## config.mk

```make
export PLATFORM = sky130hd
export DESIGN_NAME = light_prox_sensor_control
export DESIGN_NICKNAME = d
export VERILOG_FILES = /design/src/light_prox_pkg.sv /design/src/light_prox_sensor_control.sv
export VERILOG_INCLUDE_DIRS = /design/src
export SDC_FILE = /design/constraint.sdc
export NUM_CORES = 1
export LEC_CHECK = 0
export ABC_AREA = 1
export BUFFER_PORTS_ARGS = -buffer_cell sky130_fd_sc_hd__buf_4
export CAP_MARGIN = 10
export CORE_MARGIN = 2
export CORE_UTILIZATION = 55
export CTS_CLUSTER_DIAMETER = 80
export DETAILED_ROUTE_END_ITERATION = 7
export PLACE_DENSITY = 0.74
export SYNTH_ARGS = -nofsm -noshare
export SYNTH_HDL_FRONTEND = slang
export SYNTH_SLANG_ARGS = --single-unit
```

## constraint.sdc

```tcl
create_clock -name mclk -period 15.7 [get_ports mclk]
set_input_delay 3.925 -clock mclk [delete_from_list [all_inputs] [get_ports mclk]]
set_output_delay 3.925 -clock mclk [all_outputs]
set_load 0.05 [all_outputs]
```

## src/light_prox_defines.svh

```systemverilog
`ifndef LIGHT_PROX_DEFINES_SVH
`define LIGHT_PROX_DEFINES_SVH

// ----------------------------------------------------------------------
// Register offsets.
// ----------------------------------------------------------------------
`define OFS_FUNCTION_ENABLE   5'h00
`define OFS_COLOR_INTEG_TIME  5'h01
`define OFS_PROX_INTEG_TIME   5'h02
`define OFS_WAIT_DURATION     5'h03
`define OFS_CLEAR_LOW_LO      5'h04
`define OFS_CLEAR_LOW_HI      5'h05
`define OFS_CLEAR_HIGH_LO     5'h06
`define OFS_CLEAR_HIGH_HI     5'h07
`define OFS_PROX_LOW_LO       5'h08
`define OFS_PROX_LOW_HI       5'h09
`define OFS_PROX_HIGH_LO      5'h0a
`define OFS_PROX_HIGH_HI      5'h0b
`define OFS_INTERRUPT_FILTER  5'h0c
`define OFS_CONFIG            5'h0d
`define OFS_STATUS            5'h13

// ----------------------------------------------------------------------
// Field positions and reset values.
// ----------------------------------------------------------------------
`define BIT_PROX_IRQ_ENABLE   5
`define BIT_CLEAR_IRQ_ENABLE  4
`define BIT_WAIT_ON           3
`define BIT_PROX_MEASURE_ON   2
`define BIT_COLOR_MEASURE_ON  1
`define BIT_OSCILLATOR_ON     0
`define BIT_WAIT_EXTEND       1
`define BIT_STAT_PROX_FLAG    5
`define BIT_STAT_CLEAR_FLAG   4
`define BIT_STAT_PROX_VALID   1
`define BIT_STAT_COLOR_VALID  0
`define RST_ENABLE            6'h00
`define RST_INTEG_TIME        8'hff
`define RST_WAIT_DURATION     8'hff
`define RST_BYTE              8'h00

// ----------------------------------------------------------------------
// Special-function codes and timing.
// ----------------------------------------------------------------------
`define SF_CLR_PROX           5'h05
`define SF_CLR_CLEAR          5'h06
`define SF_CLR_BOTH           5'h07
`define STEP_TIME_NS          2400000
`define MCLK_PERIOD_NS        4
`define STEP_CYCLES           (`STEP_TIME_NS / `MCLK_PERIOD_NS)
`define WAIT_LONG_FACTOR      4'd12
`define PROX_FULL_MAX         16'hffff

`endif

```

## src/light_prox_pkg.sv

```systemverilog
package light_prox_pkg;

	// Measurement cycle phases of the sequencer.
	typedef enum logic [1:0] {
		PH_IDLE  = 2'b00,
		PH_PROX  = 2'b01,
		PH_COLOR = 2'b10,
		PH_WAIT  = 2'b11
	} phase_t;

endpackage : light_prox_pkg

```

## src/light_prox_sensor_control.sv

```systemverilog
`timescale 1ns/1ps
`include "light_prox_defines.svh"

module light_prox_sensor_control
	import light_prox_pkg::*;
#(
	parameter int STEP_CYCLES = `STEP_CYCLES
) (
	input  wire logic        mclk,
	input  wire logic        rst,
	input  wire logic [4:0]  reg_addr,
	input  wire logic [7:0]  reg_wdata,
	input  wire logic        reg_wr,
	input  wire logic        reg_rd,
	output logic      [7:0]  reg_rdata,
	input  wire logic        sf_strobe,
	input  wire logic [4:0]  sf_code,
	input  wire logic        bus_active,
	input  wire logic [15:0] clear_result,
	input  wire logic [15:0] prox_result,
	output logic             osc_enable,
	output logic             prox_integrate,
	output logic             color_integrate,
	output logic      [15:0] prox_full_scale,
	output logic             irq
);

	// ------------------------------------------------------------------
	// Register storage.
	// ------------------------------------------------------------------
	logic [5:0]  enable_r;         // Enable bits, reserved 7:6 not stored.
	logic [7:0]  color_time_r;     // Colour integration setting.
	logic [7:0]  prox_time_r;      // Proximity integration setting.
	logic [7:0]  wait_time_r;      // Wait duration setting.
	logic [7:0]  thr_r [0:7];      // Threshold bytes, offsets 0x04 to 0x0b.
	logic [7:0]  filter_r;         // Persistence fields.
	logic        wait_extend_r;    // Twelvefold wait stretch.
	logic        prox_irq_flag_r;  // Pending proximity interrupt.
	logic        clear_irq_flag_r; // Pending clear interrupt.
	logic        prox_valid_r;     // Proximity cycle done since enable.
	logic        color_valid_r;    // Colour cycle done since enable.
	logic        bus_s1_r;         // Synchroniser first stage.
	logic        bus_s2_r;         // Synchroniser second stage.

	// Named enable bits.
	wire prox_irq_enable  = enable_r[`BIT_PROX_IRQ_ENABLE];
	wire clear_irq_enable = enable_r[`BIT_CLEAR_IRQ_ENABLE];
	wire wait_on          = enable_r[`BIT_WAIT_ON];
	wire prox_measure_on  = enable_r[`BIT_PROX_MEASURE_ON];
	wire color_measure_on = enable_r[`BIT_COLOR_MEASURE_ON];
	wire oscillator_on    = enable_r[`BIT_OSCILLATOR_ON];

	// Threshold pairs assembled as 16-bit words.
	wire [15:0] clear_low  = {thr_r[1], thr_r[0]};
	wire [15:0] clear_high = {thr_r[3], thr_r[2]};
	wire [15:0] prox_low   = {thr_r[5], thr_r[4]};
	wire [15:0] prox_high  = {thr_r[7], thr_r[6]};
	wire [3:0]  prox_filter_count  = filter_r[7:4];
	wire [3:0]  clear_filter_count = filter_r[3:0];

	// ------------------------------------------------------------------
	// Write decode.
	// ------------------------------------------------------------------
	wire wr_en    = reg_wr && (reg_addr == `OFS_FUNCTION_ENABLE);
	wire wr_ctime = reg_wr && (reg_addr == `OFS_COLOR_INTEG_TIME);
	wire wr_prox_integration_time = reg_wr && (reg_addr == `OFS_PROX_INTEG_TIME);
	wire wr_wait_duration = reg_wr && (reg_addr == `OFS_WAIT_DURATION);
	wire wr_filt  = reg_wr && (reg_addr == `OFS_INTERRUPT_FILTER);
	wire wr_cfg   = reg_wr && (reg_addr == `OFS_CONFIG);

	// Writable registers; the enable register drops reserved bits.
	always_ff @(posedge mclk or posedge rst) begin
		if (rst) begin
			enable_r      <= `RST_ENABLE;
			color_time_r  <= `RST_INTEG_TIME;
			prox_time_r   <= `RST_INTEG_TIME;
			wait_time_r   <= `RST_WAIT_DURATION;
			filter_r      <= `RST_BYTE;
			wait_extend_r <= 1'b0;
		end else begin
			if (wr_en)    enable_r      <= reg_wdata[5:0];
			if (wr_ctime) color_time_r  <= reg_wdata;
			if (wr_prox_integration_time) prox_time_r   <= reg_wdata;
			if (wr_wait_duration) wait_time_r   <= reg_wdata;
			if (wr_filt)  filter_r      <= reg_wdata;
			if (wr_cfg)   wait_extend_r <= reg_wdata[`BIT_WAIT_EXTEND];
		end
	end

	// Threshold bytes, one generated flop per offset.
	genvar gi;
	generate
		for (gi = 0; gi < 8; gi++) begin : g_thr
			wire wr_thr = reg_wr && (reg_addr == (`OFS_CLEAR_LOW_LO + 5'(gi)));
			always_ff @(posedge mclk or posedge rst) begin
				if (rst) thr_r[gi] <= `RST_BYTE;
				else if (wr_thr) thr_r[gi] <= reg_wdata;
			end
		end
	endgenerate

	// ------------------------------------------------------------------
	// Read path.
	// ------------------------------------------------------------------
	wire [7:0] status_val = {2'b00, prox_irq_flag_r, clear_irq_flag_r,
		2'b00, prox_valid_r, color_valid_r};
	wire is_thr = (reg_addr >= `OFS_CLEAR_LOW_LO) && (reg_addr <= `OFS_PROX_HIGH_HI);
	wire [2:0] thr_idx = 3'(reg_addr - `OFS_CLEAR_LOW_LO);
	logic [7:0] rd_val;

	// Read mux; unmapped offsets read zero.
	always_comb begin
		if (reg_addr == `OFS_FUNCTION_ENABLE)       rd_val = {2'b00, enable_r};
		else if (reg_addr == `OFS_COLOR_INTEG_TIME) rd_val = color_time_r;
		else if (reg_addr == `OFS_PROX_INTEG_TIME)  rd_val = prox_time_r;
		else if (reg_addr == `OFS_WAIT_DURATION)    rd_val = wait_time_r;
		else if (is_thr)                            rd_val = thr_r[thr_idx];
		else if (reg_addr == `OFS_INTERRUPT_FILTER) rd_val = filter_r;
		else if (reg_addr == `OFS_CONFIG)           rd_val = {6'h00, wait_extend_r, 1'b0};
		else if (reg_addr == `OFS_STATUS)           rd_val = status_val;
		else                                        rd_val = 8'h00;
	end

	// Read data is captured the edge a read is strobed.
	always_ff @(posedge mclk or posedge rst) begin
		if (rst) reg_rdata <= 8'h00;
		else if (reg_rd) reg_rdata <= rd_val;
	end

	// ------------------------------------------------------------------
	// Oscillator gating.
	// ------------------------------------------------------------------
	// Bus activity comes from the pin domain and is synchronised first.
	always_ff @(posedge mclk or posedge rst) begin
		if (rst) begin
			bus_s1_r   <= 1'b0;
			bus_s2_r   <= 1'b0;
			osc_enable <= 1'b0;
		end else begin
			bus_s1_r   <= bus_active;
			bus_s2_r   <= bus_s1_r;
			osc_enable <= oscillator_on | bus_s2_r;
		end
	end

	// ------------------------------------------------------------------
	// Step timer and phase sequencer.
	// ------------------------------------------------------------------
	localparam int SW = $clog2(STEP_CYCLES + 1);
	phase_t      state_r, state_nxt;
	logic [SW-1:0] tick_cnt_r;  // Oscillator cycles within one step.
	logic [7:0]  steps_r;       // Remaining steps minus one.
	logic [3:0]  wsub_r;        // Sub-steps of a long wait step.
	logic [7:0]  steps_load;

	wire meas_on   = prox_measure_on | color_measure_on;
	wire step_tick = osc_enable && (state_r != PH_IDLE)
		&& (tick_cnt_r == SW'(STEP_CYCLES - 1));
	// A long wait step needs twelve base steps.
	wire wait_step = (state_r != PH_WAIT) || !wait_extend_r
		|| (wsub_r == `WAIT_LONG_FACTOR - 4'd1);
	wire phase_end = step_tick && wait_step && (steps_r == 8'h00);

	// Next phase: proximity, then colour, then the optional wait.
	always_comb begin
		state_nxt  = state_r;
		steps_load = 8'h00;
		case (state_r)
			PH_IDLE: begin
				if (osc_enable && prox_measure_on) state_nxt = PH_PROX;
				else if (osc_enable && color_measure_on) state_nxt = PH_COLOR;
			end
			PH_PROX: begin
				if (phase_end) state_nxt = color_measure_on ? PH_COLOR
					: (wait_on ? PH_WAIT : PH_IDLE);
			end
			PH_COLOR: begin
				if (phase_end) state_nxt = wait_on ? PH_WAIT : PH_IDLE;
			end
			PH_WAIT: begin
				if (phase_end) state_nxt = PH_IDLE;
			end
			default: state_nxt = PH_IDLE;
		endcase
		if (!meas_on) state_nxt = PH_IDLE;
		// 256 minus setting steps, held as count minus one.
		case (state_nxt)
			PH_PROX:  steps_load = ~prox_time_r;
			PH_COLOR: steps_load = ~color_time_r;
			PH_WAIT:  steps_load = ~wait_time_r;
			default:  steps_load = 8'h00;
		endcase
	end

	// Sequencer registers; timers advance only while the oscillator runs.
	always_ff @(posedge mclk or posedge rst) begin
		if (rst) begin
			state_r    <= PH_IDLE;
			tick_cnt_r <= '0;
			steps_r    <= 8'h00;
			wsub_r     <= 4'd0;
		end else begin
			state_r <= state_nxt;
			if (state_nxt != state_r) begin
				tick_cnt_r <= '0;
				steps_r    <= steps_load;
				wsub_r     <= 4'd0;
			end else if (osc_enable && state_r != PH_IDLE) begin
				tick_cnt_r <= step_tick ? '0 : tick_cnt_r + SW'(1);
				if (step_tick && wait_step) steps_r <= steps_r - 8'h01;
				if (step_tick) wsub_r <= wait_step ? 4'd0 : wsub_r + 4'd1;
			end
		end
	end

	assign prox_integrate  = (state_r == PH_PROX);
	assign color_integrate = (state_r == PH_COLOR);

	// ------------------------------------------------------------------
	// Result qualification and persistence.
	// ------------------------------------------------------------------
	wire [7:0]  pt_inv    = ~prox_time_r;
	wire [15:0] prox_full = (pt_inv >= 8'h40) ? `PROX_FULL_MAX
		: {pt_inv[5:0], 10'h3ff};
	wire [15:0] prox_sat  = (prox_result > prox_full_scale) ? prox_full_scale : prox_result;
	wire prox_out  = (prox_sat < prox_low) || (prox_sat > prox_high);
	wire clear_out = (clear_result < clear_low) || (clear_result > clear_high);
	wire prox_done  = (state_r == PH_PROX) && phase_end;
	wire color_done = (state_r == PH_COLOR) && phase_end;

	logic [5:0] prox_interrupt_filter_r, clear_interrupt_filter_r; // Consecutive out-of-range counts.
	wire  [5:0] prox_need  = {2'b00, prox_filter_count};
	wire  [5:0] clear_need = (clear_filter_count < 4'd4) ? {2'b00, clear_filter_count}
		: 6'(({2'b00, clear_filter_count} - 6'd3) * 6'd5);
	wire [5:0] prox_run  = prox_out ? prox_interrupt_filter_r + 6'd1 : 6'd0;
	wire [5:0] clear_run = clear_out ? clear_interrupt_filter_r + 6'd1 : 6'd0;
	wire prox_set  = prox_done && ((prox_need == 6'd0)
		|| (prox_out && prox_run >= prox_need));
	wire clear_set = color_done && ((clear_need == 6'd0)
		|| (clear_out && clear_run >= clear_need));
	wire sf_prox  = sf_strobe && (sf_code == `SF_CLR_PROX || sf_code == `SF_CLR_BOTH);
	wire sf_clear = sf_strobe && (sf_code == `SF_CLR_CLEAR || sf_code == `SF_CLR_BOTH);

	// Filter counters saturate at 60; flags give set priority over clear.
	always_ff @(posedge mclk or posedge rst) begin
		if (rst) begin
			prox_interrupt_filter_r      <= 6'd0;
			clear_interrupt_filter_r     <= 6'd0;
			prox_irq_flag_r  <= 1'b0;
			clear_irq_flag_r <= 1'b0;
			prox_full_scale  <= 16'h0000;
		end else begin
			prox_full_scale <= prox_full;
			if (prox_done)  prox_interrupt_filter_r  <= (prox_run > 6'd60) ? 6'd60 : prox_run;
			if (color_done) clear_interrupt_filter_r <= (clear_run > 6'd60) ? 6'd60 : clear_run;
			if (prox_set)       prox_irq_flag_r <= 1'b1;
			else if (sf_prox)   prox_irq_flag_r <= 1'b0;
			if (clear_set)      clear_irq_flag_r <= 1'b1;
			else if (sf_clear)  clear_irq_flag_r <= 1'b0;
		end
	end

	// Valid bits mark a completed cycle since the function was enabled.
	always_ff @(posedge mclk or posedge rst) begin
		if (rst) begin
			prox_valid_r  <= 1'b0;
			color_valid_r <= 1'b0;
			irq           <= 1'b0;
		end else begin
			prox_valid_r  <= prox_measure_on && (prox_valid_r || prox_done);
			color_valid_r <= color_measure_on && (color_valid_r || color_done);
			irq <= (prox_irq_flag_r && prox_irq_enable)
				|| (clear_irq_flag_r && clear_irq_enable);
		end
	end
endmodule : light_prox_sensor_control

```

==> impl_results.rst, run 1 <==
.. list-table::
   :header-rows: 1

   * - Metric
     - Value
   * - Avg WL per Cell
     - 16.6 um
   * - Syn avg cell area
     - 7.74 um^2
   * - Worst setup timing slack at the placement stage
     - 6.94 ns
   * - Most frequent standard cell in the layout excluding fill and tap cells
     - sky130_fd_sc_hd__nand2_1
   * - DRC errors left
     - 0
   * - Worst Max-Slew Pin Slew
     - 0.974 ns
   * - EDFF count, synth
     - 0
   * - Compound-cell area share of the yosys netlist
     - 16.7%
   * - Source-to-sink clock delay at the later pin of the worst-skew pair
     - 0.43 ns
   * - Proportion of layout cells with a drive suffix above 1
     - 10.8%
   * - First-pass GRT wire length
     - 47400 um
   * - Class of the most critical setup path
     - input pin to register
   * - Mux cell area share after synthesis
     - 0.0905%
   * - Syn nets
     - 1583
   * - Async set-or-reset flop fraction in the synthesized netlist
     - 100%
   * - Worst clock skew
     - 0.0109 ns
   * - CTS tree
     - done
   * - Slowest cell delay on critical path
     - 0.33 ns
   * - Count of final hold-check violations
     - 0
   * - Setup repair after global routing missed its margin
     - no
   * - Combinational family with the most area after synthesis
     - simple AND/OR/NAND/NOR gates
   * - Path type of the worst min-delay path
     - register to register
   * - Sequential share of the synthesized area
     - 39.2%
   * - Element type at the critical path end
     - register
   * - Number of buffers added to fix hold violations after cts
     - 0
   * - X dimension of the die
     - 146 um
   * - Setup WS post-layout
     - 7.30 ns
   * - Clock Sinks
     - 172
   * - Die outline height
     - 146 um
   * - Input/output buffers
     - 83
   * - Pwr dens
     - 127 mW/mm^2
   * - Placeable core area
     - 0.0196 mm^2
   * - Die area
     - 0.0212 mm^2
   * - Flip-flop and latch count after synthesis
     - 172
   * - Maximum fanout along the worst path
     - 14
   * - Most common cell type on the critical path
     - sky130_fd_sc_hd__nand2_1
   * - Buffer depth of the longest clock path
     - 2
   * - Time the worst path needs with I/O delays and setup
     - 8.40 ns
   * - Total grt overflow
     - 0
   * - Post-synthesis cell area
     - 0.0111 mm^2
   * - Antenna cells
     - 0
   * - Top-Level Pins
     - 84
   * - PostCTS Resize Cnt
     - 0
   * - Run status
     - completed
   * - Length of the first detailed-routing pass in iterations
     - 7
   * - Max-cap check violation count
     - 0
   * - Top library cells by usage in the layout, fill and taps aside
     - sky130_fd_sc_hd__nand2_1, sky130_fd_sc_hd__inv_1, sky130_fd_sc_hd__o21ai_0, sky130_fd_sc_hd__dfrtp_1, sky130_fd_sc_hd__ha_1
   * - Cell at the root of the clock tree
     - sky130_fd_sc_hd__clkbuf_16
   * - Clock input transition at the sequential cells of the worst setup and hold paths
     - 0.06 ns
   * - Via total after detailed routing
     - 9916
   * - Antenna violations before repair
     - 0
   * - Final sum of negative setup slack
     - 0 ns
   * - GRT Overall Usage
     - 27.8%
   * - Number of distinct library cells after synthesis
     - 53
   * - Via density per instance
     - 5.62
   * - Post-layout utilization of the core
     - 63.3%
   * - Worst hold margin
     - 0.354 ns
   * - Number of levels the H-tree was split into
     - 4
   * - Gate count of the mapped netlist
     - 1428
   * - Initial core utilization
     - 56.4%
   * - Slew Viols, Final
     - 0
   * - Slew HR
     - 35.1%
   * - Dominant register cell in the synthesized netlist
     - sky130_fd_sc_hd__dfrtp_1
   * - Sum of routed wire length over all layers
     - 29300 um
   * - Period utilisation layout
     - 53.5%
   * - Setup violations, final
     - 0
   * - Synthesized-area fraction occupied by adder cells
     - 11.3%
   * - Setup Fix Bufs, Post-CTS
     - 0
   * - ANT nets after route
     - 0
   * - CTS Buf Count
     - 17
   * - Startpoint Class
     - input pin
   * - Site Rows
     - 51
   * - Simple-gate portion of the synthesized area
     - 20.2%
   * - Xor-xnor portion of the synthesized cell area
     - 2.85%
   * - Maximum clock frequency
     - 119 MHz
   * - Vias in the first global route
     - 9167
   * - Post-DP HPWL
     - 22100 um
   * - Arrival time at the worst endpoint
     - 8.71 ns
   * - Number of DRC violations after detailed-routing iteration 0
     - 924
   * - P_leak
     - 5.94 nW
   * - Worst endpoint required time
     - 16.01 ns
   * - Fin nets
     - 1642
   * - Gpl congestion
     - 0.930
   * - Area growth from synthesis to layout
     - 12.2%
   * - Count of yosys warnings during synthesis
     - 0
   * - Peak VDD IR
     - 0.104 mV
   * - Critical-path top delay cell
     - sky130_fd_sc_hd__nand2_1
   * - Largest net degree at the start of global routing
     - 98
## registers in the layout (all words and copies together) (netlist names), 16 cells and up
name        cells
clear_high     16
prox_high      16
clear_low      16
tick_cnt_r     20
prox_low       16
## report_power, final
part | switching [mW] | internal [mW] | total [mW]
sequential | 0.0612 | 0.526 | 0.587
combinational | 0.377 | 0.194 | 0.571
clock | 0.189 | 0.231 | 0.420
total | 0.628 | 0.951 | 1.58
## per-stage QoR
step           cells  power [mW]  instance area, um^2
6_report        1765        1.58                12400
5_1_grt         1765        1.69                12400
4_1_cts         1765        1.58                12400
3_5_place_dp    1733        1.16                11800
3_3_place_gp    1733        1.14                11800
2_1_floorplan   1428        1.01                11100
## cells in the mapped netlist (3+ instances only)
cell type / n / area share (%)
sky130_fd_sc_hd__nand2_1: 301 / 10
sky130_fd_sc_hd__inv_1: 219 / 7.4
sky130_fd_sc_hd__o21ai_0: 161 / 7.3
sky130_fd_sc_hd__dfrtp_1: 148 / 34
sky130_fd_sc_hd__ha_1: 98 / 11
sky130_fd_sc_hd__nor2_1: 92 / 3.1
sky130_fd_sc_hd__nand3_1: 60 / 2.7
sky130_fd_sc_hd__a21oi_1: 59 / 2.7
sky130_fd_sc_hd__clkbuf_1: 30 / 1.0
sky130_fd_sc_hd__nor3_1: 27 / 1.2
sky130_fd_sc_hd__xor2_1: 26 / 2.1
sky130_fd_sc_hd__nand4_1: 25 / 1.4
sky130_fd_sc_hd__dfstp_2: 24 / 5.7
sky130_fd_sc_hd__o211ai_1: 18 / 1.2
sky130_fd_sc_hd__o22ai_1: 18 / 1.0
sky130_fd_sc_hd__o21ai_1: 15 / 0.68
sky130_fd_sc_hd__buf_4: 10 / 0.68
sky130_fd_sc_hd__o2111ai_1: 10 / 0.79
sky130_fd_sc_hd__xnor2_1: 10 / 0.79
sky130_fd_sc_hd__o31ai_1: 8 / 0.54
sky130_fd_sc_hd__o21a_1: 6 / 0.41
sky130_fd_sc_hd__a211oi_1: 4 / 0.27
sky130_fd_sc_hd__a21boi_0: 4 / 0.27
sky130_fd_sc_hd__a221oi_1: 4 / 0.32
sky130_fd_sc_hd__inv_2: 4 / 0.14
sky130_fd_sc_hd__nor2_2: 4 / 0.23
sky130_fd_sc_hd__a31oi_1: 3 / 0.17
sky130_fd_sc_hd__buf_2: 3 / 0.14
sky130_fd_sc_hd__nor4_1: 3 / 0.17
sky130_fd_sc_hd__o21bai_1: 3 / 0.20
sky130_fd_sc_hd__o221ai_1: 3 / 0.24
sky130_fd_sc_hd__or2_2: 3 / 0.17
## worst max-delay path: cells and delay by family
family                   cells  cell delay (ns)
AND/OR/NAND/NOR             14             2.27
AO/OA/AOI/OAI                7             1.00
adder cells (fa/ha/maj)      3             0.79
buffers and inverters        6             0.71
## final timing paths
check / start / endpoint / slack [ns] / cells after the start
setup reg to reg: prox_full_scale[9]$_DFF_PP0_ / prox_irq_flag_r$_DFFE_PP0P_ / 10.04 / 30
min in group asynchronous: rst / wsub_r[2]$_DFFE_PP0P_ / 3.66 / 2
hold / removal: bus_s1_r$_DFF_PP0_ / bus_s2_r$_DFF_PP0_ / 0.35 / 0
hold reg to reg: bus_s1_r$_DFF_PP0_ / bus_s2_r$_DFF_PP0_ / 0.35 / 0
setup / recovery: prox_result[15] / prox_irq_flag_r$_DFFE_PP0P_ / 7.30 / 30
max in group asynchronous: rst / clear_low[7]$_DFFE_PP0P_ / 10.55 / 3
## cell families after synthesis
kind of cell	count (synthesis)
AOI/OAI and AO/OA	324
xor gates and xnor gates	36
buffers and inverters	269
adders and majority gates	99
and+or+nand+nor	526
muxes	1
other	1
DFF	172
## layer usage
layer  vias up  GRT usage, %  share of wire, %
met1      4651          38.6                44
met5         -             0                 0
met3        46          4.67               6.8
met2       358          45.4                47
met4         0          7.06               1.8
li1       4861             -                 -
## final cells by class
type,instances,area [um^2]
clock buffers,19,453
clock inverters,13,134
repair buffers,85,638
inverters,224,846
multi-input cells,987,5660
well taps,265,332
fillers,1786,7190
flip-flops and latches,172,4330
(Power assumes the default switching activity.)
==> run 2: changes to the inputs <==
--- a/config.mk
+++ b/config.mk
@@ -13,7 +13,7 @@
 export CORE_UTILIZATION = 55
 export CTS_CLUSTER_DIAMETER = 80
 export DETAILED_ROUTE_END_ITERATION = 7
-export PLACE_DENSITY = 0.74
+export PLACE_DENSITY = 0.77
 export SYNTH_ARGS = -nofsm -noshare
 export SYNTH_HDL_FRONTEND = slang
 export SYNTH_SLANG_ARGS = --single-unit
==> constraint.sdc (replaced) <==
create_clock -name mclk -period 6.9 [get_ports mclk]
set_input_delay 1.725 -clock mclk [delete_from_list [all_inputs] [get_ports mclk]]
set_output_delay 1.725 -clock mclk [all_outputs]
set_load 0.05 [all_outputs]
==> impl_results.rst, run 2 (synthesis gave the netlist of run 1 again) <==
.. list-table::
   :header-rows: 1

   * - Metric
     - Value
   * - Number of levels the H-tree was split into
     - 4
   * - X dimension of the die
     - 146 um
   * - PostCTS Resize Cnt
     - 0
   * - Run status
     - completed
   * - Internal power
     - 2.14 mW
   * - Worst hold margin
     - 0.362 ns
   * - Via total after detailed routing
     - 10.1k
   * - Clock Sinks
     - 172
   * - Fin nets
     - 1644
   * - Vias in the first global route
     - 9657
   * - CTS Buf Count
     - 17
   * - Number of filler instances in the final layout
     - 1747
   * - Initial core utilization
     - 56.4%
   * - Total grt overflow
     - 0
   * - Die area
     - 0.0212 mm^2
   * - Final instance area
     - 0.0124 mm^2
   * - ANT nets after route
     - 0
   * - Start point of the critical path
     - prox_result[15]
   * - Slowest cell delay on critical path
     - 0.30 ns
   * - Post-DP Area
     - 0.0118 mm^2
   * - Element type at the critical path end
     - register
   * - Post-layout utilization of the core
     - 63.2%
   * - Antenna cells
     - 0
   * - Avg WL per Cell
     - 16.9 um
   * - DRC errors left
     - 0
   * - Number of DRC violations after detailed-routing iteration 0
     - 947
   * - Flop pwr share
     - 37.4%
   * - Max FFs per register
     - 20
   * - Top cell family by delay on the critical path
     - simple AND/OR/NAND/NOR gates
   * - Clock network fraction of total power
     - 26.2%
   * - Max-cap check violation count
     - 0
   * - Placeable core area
     - 0.0196 mm^2
   * - Buffer depth of the longest clock path
     - 2
   * - Sum of routed wire length over all layers
     - 29900 um
   * - Worst clock skew
     - 0.0118 ns
   * - Switching power as a share of total power
     - 40.3%
   * - Path type of the worst min-delay path
     - register to register
   * - Pwr dens
     - 290 mW/mm^2
   * - Area growth from synthesis to layout
     - 12.1%
   * - Peak VDD IR
     - 0.194 mV
   * - Worst endpoint required time
     - 7.21 ns
   * - Source-to-sink clock delay at the later pin of the worst-skew pair
     - 0.44 ns
   * - Clock input transition at the sequential cells of the worst setup and hold paths
     - 0.07 ns
   * - Top-Level Pins
     - 84
   * - Worst Max-Slew Pin Slew
     - 0.873 ns
   * - Maximum fanout along the worst path
     - 14
   * - Worst setup timing slack at the placement stage
     - 0.457 ns
   * - Class of the most critical setup path
     - input pin to register
   * - Period utilisation layout
     - 87.5%
   * - Placed cells
     - 1735
   * - Buffering stage count on the worst path with inverters included
     - 6
   * - Setup repair after global routing missed its margin
     - no
   * - Via density per instance
     - 5.70
   * - Most common cell type on the critical path
     - sky130_fd_sc_hd__nand2_1
   * - Number of buffers added to fix hold violations after cts
     - 0
   * - Largest reg by FF count
     - tick_cnt_r
   * - Maximum clock frequency
     - 166 MHz
   * - Slew HR
     - 41.4%
   * - Final sum of negative setup slack
     - 0 ns
   * - Length of the first detailed-routing pass in iterations
     - 8
   * - Sw Pwr
     - 1.44 mW
   * - First-pass GRT wire length
     - 48600 um
   * - Setup Fix Bufs, Post-CTS
     - 0
   * - Most frequent standard cell in the layout excluding fill and tap cells
     - sky130_fd_sc_hd__nand2_1
   * - P_leak
     - 5.94 nW
   * - Cell at the root of the clock tree
     - sky130_fd_sc_hd__clkbuf_16
   * - Site Rows
     - 51
   * - Startpoint of the tightest hold check path
     - bus_s1_r$_DFF_PP0_
   * - Time the worst path needs with I/O delays and setup
     - 6.04 ns
   * - Die outline height
     - 146 um
   * - Slew Viols, Final
     - 0
   * - CTS tree
     - done
   * - Combinational power share
     - 36.3%
   * - Startpoint Class
     - input pin
   * - Arrival time at the worst endpoint
     - 6.35 ns
   * - Largest net degree at the start of global routing
     - 78
   * - Setup violations, final
     - 0
   * - Reg2reg start
     - prox_full_scale[9]$_DFF_PP0_
   * - Proportion of layout cells with a drive suffix above 1
     - 10.9%
   * - Total power
     - 3.59 mW
   * - Gpl congestion
     - 0.988
   * - Antenna violations before repair
     - 0
   * - Input/output buffers
     - 83
   * - Post-DP HPWL
     - 22600 um
   * - GRT Overall Usage
     - 28.5%
   * - Top library cells by usage in the layout, fill and taps aside
     - sky130_fd_sc_hd__nand2_1, sky130_fd_sc_hd__inv_1, sky130_fd_sc_hd__o21ai_0, sky130_fd_sc_hd__dfrtp_1, sky130_fd_sc_hd__ha_1
   * - Critical-path top delay cell
     - sky130_fd_sc_hd__nor3_1
   * - Count of final hold-check violations
     - 0
   * - Final Non-Filler Cells
     - 1767
   * - Setup WS post-layout
     - 0.859 ns
-- run 2: cell types whose count changed in the layout (fill, tap and decap cells not counted), sizes merged --
cell / delta
buf: +2
clkbuf: -1
inv: +1
-- run 2: power by group through the flow --
stage / Combinational, mW / Clock (mW) / Sequential, mW
final: 1.30 / 0.941 / 1.34
after global routing: 1.47 / 0.985 / 1.36
after CTS: 1.30 / 0.944 / 1.33
after detailed placement: 1.29 / 0 / 1.35
after global placement: 1.24 / 0 / 1.35
after floorplan: 0.964 / 0 / 1.33
-- run 2: worst register-to-register path: cells and delay by family (launching register included) --
family | cells | cell delay (ns)
AND/OR/NAND/NOR | 16 | 1.99
adder cells (fa/ha/maj) | 3 | 0.94
flip-flops | 1 | 0.56
AO/OA/AOI/OAI | 7 | 1.04
buffers and inverters | 6 | 0.88
-- run 2: layout make-up --
class / instances / area (um^2) / area share, %
sequential: 172 / 4330 / 35.0
inverter: 224 / 846 / 6.83
tap: 265 / 332 / 2.68
timing repair buffer: 87 / 653 / 5.27
clock inverter: 14 / 135 / 1.09
multi-input combinational: 987 / 5660 / 45.7
clock buffer: 18 / 429 / 3.46
-- run 2: final timing paths --
| kind | to | slack (ns) | depth (start not counted) |
|---|---|---|---|
| max | prox_irq_flag_r$_DFFE_PP0P_ | 0.86 | 30 |
| min | bus_s2_r$_DFF_PP0_ | 0.36 | 0 |
| max reg2reg | prox_irq_flag_r$_DFFE_PP0P_ | 1.38 | 32 |
| min reg2reg | bus_s2_r$_DFF_PP0_ | 0.36 | 0 |
| max in group asynchronous | wait_extend_r$_DFFE_PP0P_ | 4.40 | 3 |
| min in group asynchronous | wsub_r[2]$_DFFE_PP0P_ | 1.41 | 2 |
-- run 2: layer usage --
metal,vias to the layer above,share of wire (%),GRT usage [%],wire length [um]
li1,4868,-,-,-
met1,4762,43,38.3,12800
met2,392,48,46.9,14300
met3,53,7.1,5.14,2130
met4,0,2.2,9.17,672
met5,-,0,0,0
==> run 3: changes to the inputs <==
--- a/config.mk
+++ b/config.mk
@@ -9,6 +9,7 @@
 export ABC_AREA = 1
 export BUFFER_PORTS_ARGS = -buffer_cell sky130_fd_sc_hd__buf_4
 export CAP_MARGIN = 10
+export CORE_ASPECT_RATIO = 1.75
 export CORE_MARGIN = 2
 export CORE_UTILIZATION = 55
 export CTS_CLUSTER_DIAMETER = 80
==> impl_results.rst, run 3 (synthesis gave the netlist of run 1 again) <==
.. list-table::
   :header-rows: 1

   * - Metric
     - Value
   * - Cell at the root of the clock tree
     - sky130_fd_sc_hd__clkbuf_16
   * - Via total after detailed routing
     - 10.1k
   * - Top library cells by usage in the layout, fill and taps aside
     - sky130_fd_sc_hd__nand2_1, sky130_fd_sc_hd__inv_1, sky130_fd_sc_hd__o21ai_0, sky130_fd_sc_hd__dfrtp_1, sky130_fd_sc_hd__ha_1
   * - Initial core utilization
     - 56.0%
   * - Number of levels the H-tree was split into
     - 4
   * - Maximum fanout along the worst path
     - 11
   * - Startpoint of the tightest hold check path
     - bus_s1_r$_DFF_PP0_
   * - Antenna violations before repair
     - 0
   * - Most frequent standard cell in the layout excluding fill and tap cells
     - sky130_fd_sc_hd__nand2_1
   * - Placeable core area
     - 0.0197 mm^2
   * - Area taken by flip-flops and latches
     - 0.00433 mm^2
   * - X dimension of the die
     - 111 um
   * - Startpoint Class
     - input pin
   * - Worst reg2reg path depth
     - 32
   * - Class of the most critical setup path
     - input pin to register
   * - First-pass GRT wire length
     - 51300 um
   * - Worst hold margin
     - 0.357 ns
   * - Switching power as a share of total power
     - 39.6%
   * - Number of buffers added to fix hold violations after cts
     - 0
   * - Path type of the worst min-delay path
     - register to register
   * - Element type at the critical path end
     - register
   * - Buffer depth of the longest clock path
     - 2
   * - Period utilisation layout
     - 86.7%
   * - Top-Level Pins
     - 84
   * - P_leak
     - 5.97 nW
   * - Internal power
     - 2.21 mW
   * - Max-cap check violation count
     - 0
   * - Fin nets
     - 1645
   * - Setup violations, final
     - 0
   * - Area used by multi-input combinational logic
     - 0.00566 mm^2
   * - Worst Max-Slew Pin Slew
     - 1.10 ns
   * - Source-to-sink clock delay at the later pin of the worst-skew pair
     - 0.44 ns
   * - Run status
     - completed
   * - Total grt overflow
     - 0
   * - Setup crit end
     - prox_irq_flag_r$_DFFE_PP0P_
   * - End of the worst register-to-register path
     - prox_irq_flag_r$_DFFE_PP0P_
   * - Vias in the first global route
     - 10.2k
   * - Time the worst path needs with I/O delays and setup
     - 5.98 ns
   * - Input/output buffers
     - 83
   * - Maximum clock frequency
     - 167 MHz
   * - Gpl congestion
     - 0.937
   * - Slew Viols, Final
     - 0
   * - ANT nets after route
     - 0
   * - CTS tree
     - done
   * - Sw Pwr
     - 1.45 mW
   * - Die outline height
     - 192 um
   * - GRT Overall Usage
     - 31.1%
   * - Sum of routed wire length over all layers
     - 32300 um
   * - Slew HR
     - 24.8%
   * - Final sum of negative setup slack
     - 0 ns
   * - Clock input transition at the sequential cells of the worst setup and hold paths
     - 0.07 ns
   * - Largest reg by FF count
     - tick_cnt_r
   * - Die area
     - 0.0213 mm^2
   * - Setup Fix Bufs, Post-CTS
     - 0
   * - Length of the first detailed-routing pass in iterations
     - 5
   * - Slowest cell delay on critical path
     - 0.38 ns
   * - Area growth from synthesis to layout
     - 12.4%
   * - Max FFs per register
     - 20
   * - Pwr dens
     - 295 mW/mm^2
   * - Clock Sinks
     - 172
   * - Critical-path top delay cell
     - sky130_fd_sc_hd__nor3_1
   * - Worst clock skew
     - 0.00891 ns
   * - Arrival time at the worst endpoint
     - 6.31 ns
   * - Number of DRC violations after detailed-routing iteration 0
     - 684
   * - DRC errors left
     - 0
   * - Largest net degree at the start of global routing
     - 72
   * - PostCTS Resize Cnt
     - 0
   * - Peak VDD IR
     - 0.224 mV
   * - Setup slack of the worst register-to-register path
     - 1.44 ns
   * - Clock network fraction of total power
     - 27.4%
   * - Most common cell type on the critical path
     - sky130_fd_sc_hd__nand2_1
   * - Flop pwr share
     - 36.6%
   * - Via density per instance
     - 5.79
   * - Avg WL per Cell
     - 18.5 um
   * - Site Rows
     - 68
   * - Antenna cells
     - 0
   * - Number of filler instances in the final layout
     - 1781
   * - Combinational power share
     - 36.0%
   * - CTS Buf Count
     - 17
   * - Setup repair after global routing missed its margin
     - no
   * - Post-DP HPWL
     - 25000 um
   * - Proportion of layout cells with a drive suffix above 1
     - 11.0%
   * - Count of final hold-check violations
     - 0
   * - Worst endpoint required time
     - 7.23 ns
   * - Reg2reg start
     - prox_full_scale[9]$_DFF_PP0_
   * - Start point of the critical path
     - prox_result[15]
## run 3: cell type report
class	instances	area share, %
multi-input cells	987	45.6
flip-flops and latches	172	34.9
inverters	224	6.81
repair buffers	88	5.32
clock buffers	17	3.42
well taps	245	2.47
clock inverters	15	1.51
## run 3: worst min path at each step
stage,slack [ns],cells past startpoint,to
after floorplan,0.33,0,bus_s2_r$_DFF_PP0_
after global placement,0.33,0,bus_s2_r$_DFF_PP0_
after detailed placement,0.35,0,bus_s2_r$_DFF_PP0_
after CTS,0.36,0,bus_s2_r$_DFF_PP0_
after global routing,0.37,0,bus_s2_r$_DFF_PP0_
final,0.36,0,bus_s2_r$_DFF_PP0_
## run 3: layer usage
layer / vias up / GRT usage [%] / part of all wire, %
li1: 4871 / - / -
met1: 4707 / 30.9 / 35
met2: 392 / 56.5 / 52
met3: 155 / 5.29 / 4.3
met4: 0 / 25.0 / 9.0
met5: - / 0 / 0
## run 3: power by group through the flow
stage	Sequential, mW	Combinational (mW)	Clock [mW]
6_report	1.34	1.32	1.00
3_5_place_dp	1.35	1.31	0
4_1_cts	1.34	1.32	1.01
5_1_grt	1.36	1.49	1.05
2_1_floorplan	1.33	0.964	0
3_3_place_gp	1.35	1.27	0
## run 3: metrics by stage
stage | power [mW] | cell area (um^2) | instances | utilization (%) | setup slack (ns)
after CTS | 3.67 | 12400 | 1748 | 62.9 | 0.979
after floorplan | 2.30 | 11100 | 1428 | - | 0.555
after detailed placement | 2.66 | 11800 | 1716 | 59.8 | 0.554
after global routing | 3.90 | 12400 | 1748 | 62.9 | 0.449
after global placement | 2.62 | 11800 | 1716 | 59.8 | 0.706
final | 3.66 | 12400 | 1748 | 62.9 | 0.918
## run 3: critical path, delay by kind of cell
family                     cells  cell delay [ns]
and+or+nand+nor               15             1.85
AOI/OAI and AO/OA              7             1.17
adders and majority gates      3             0.81
buffers and inverters          7             0.75
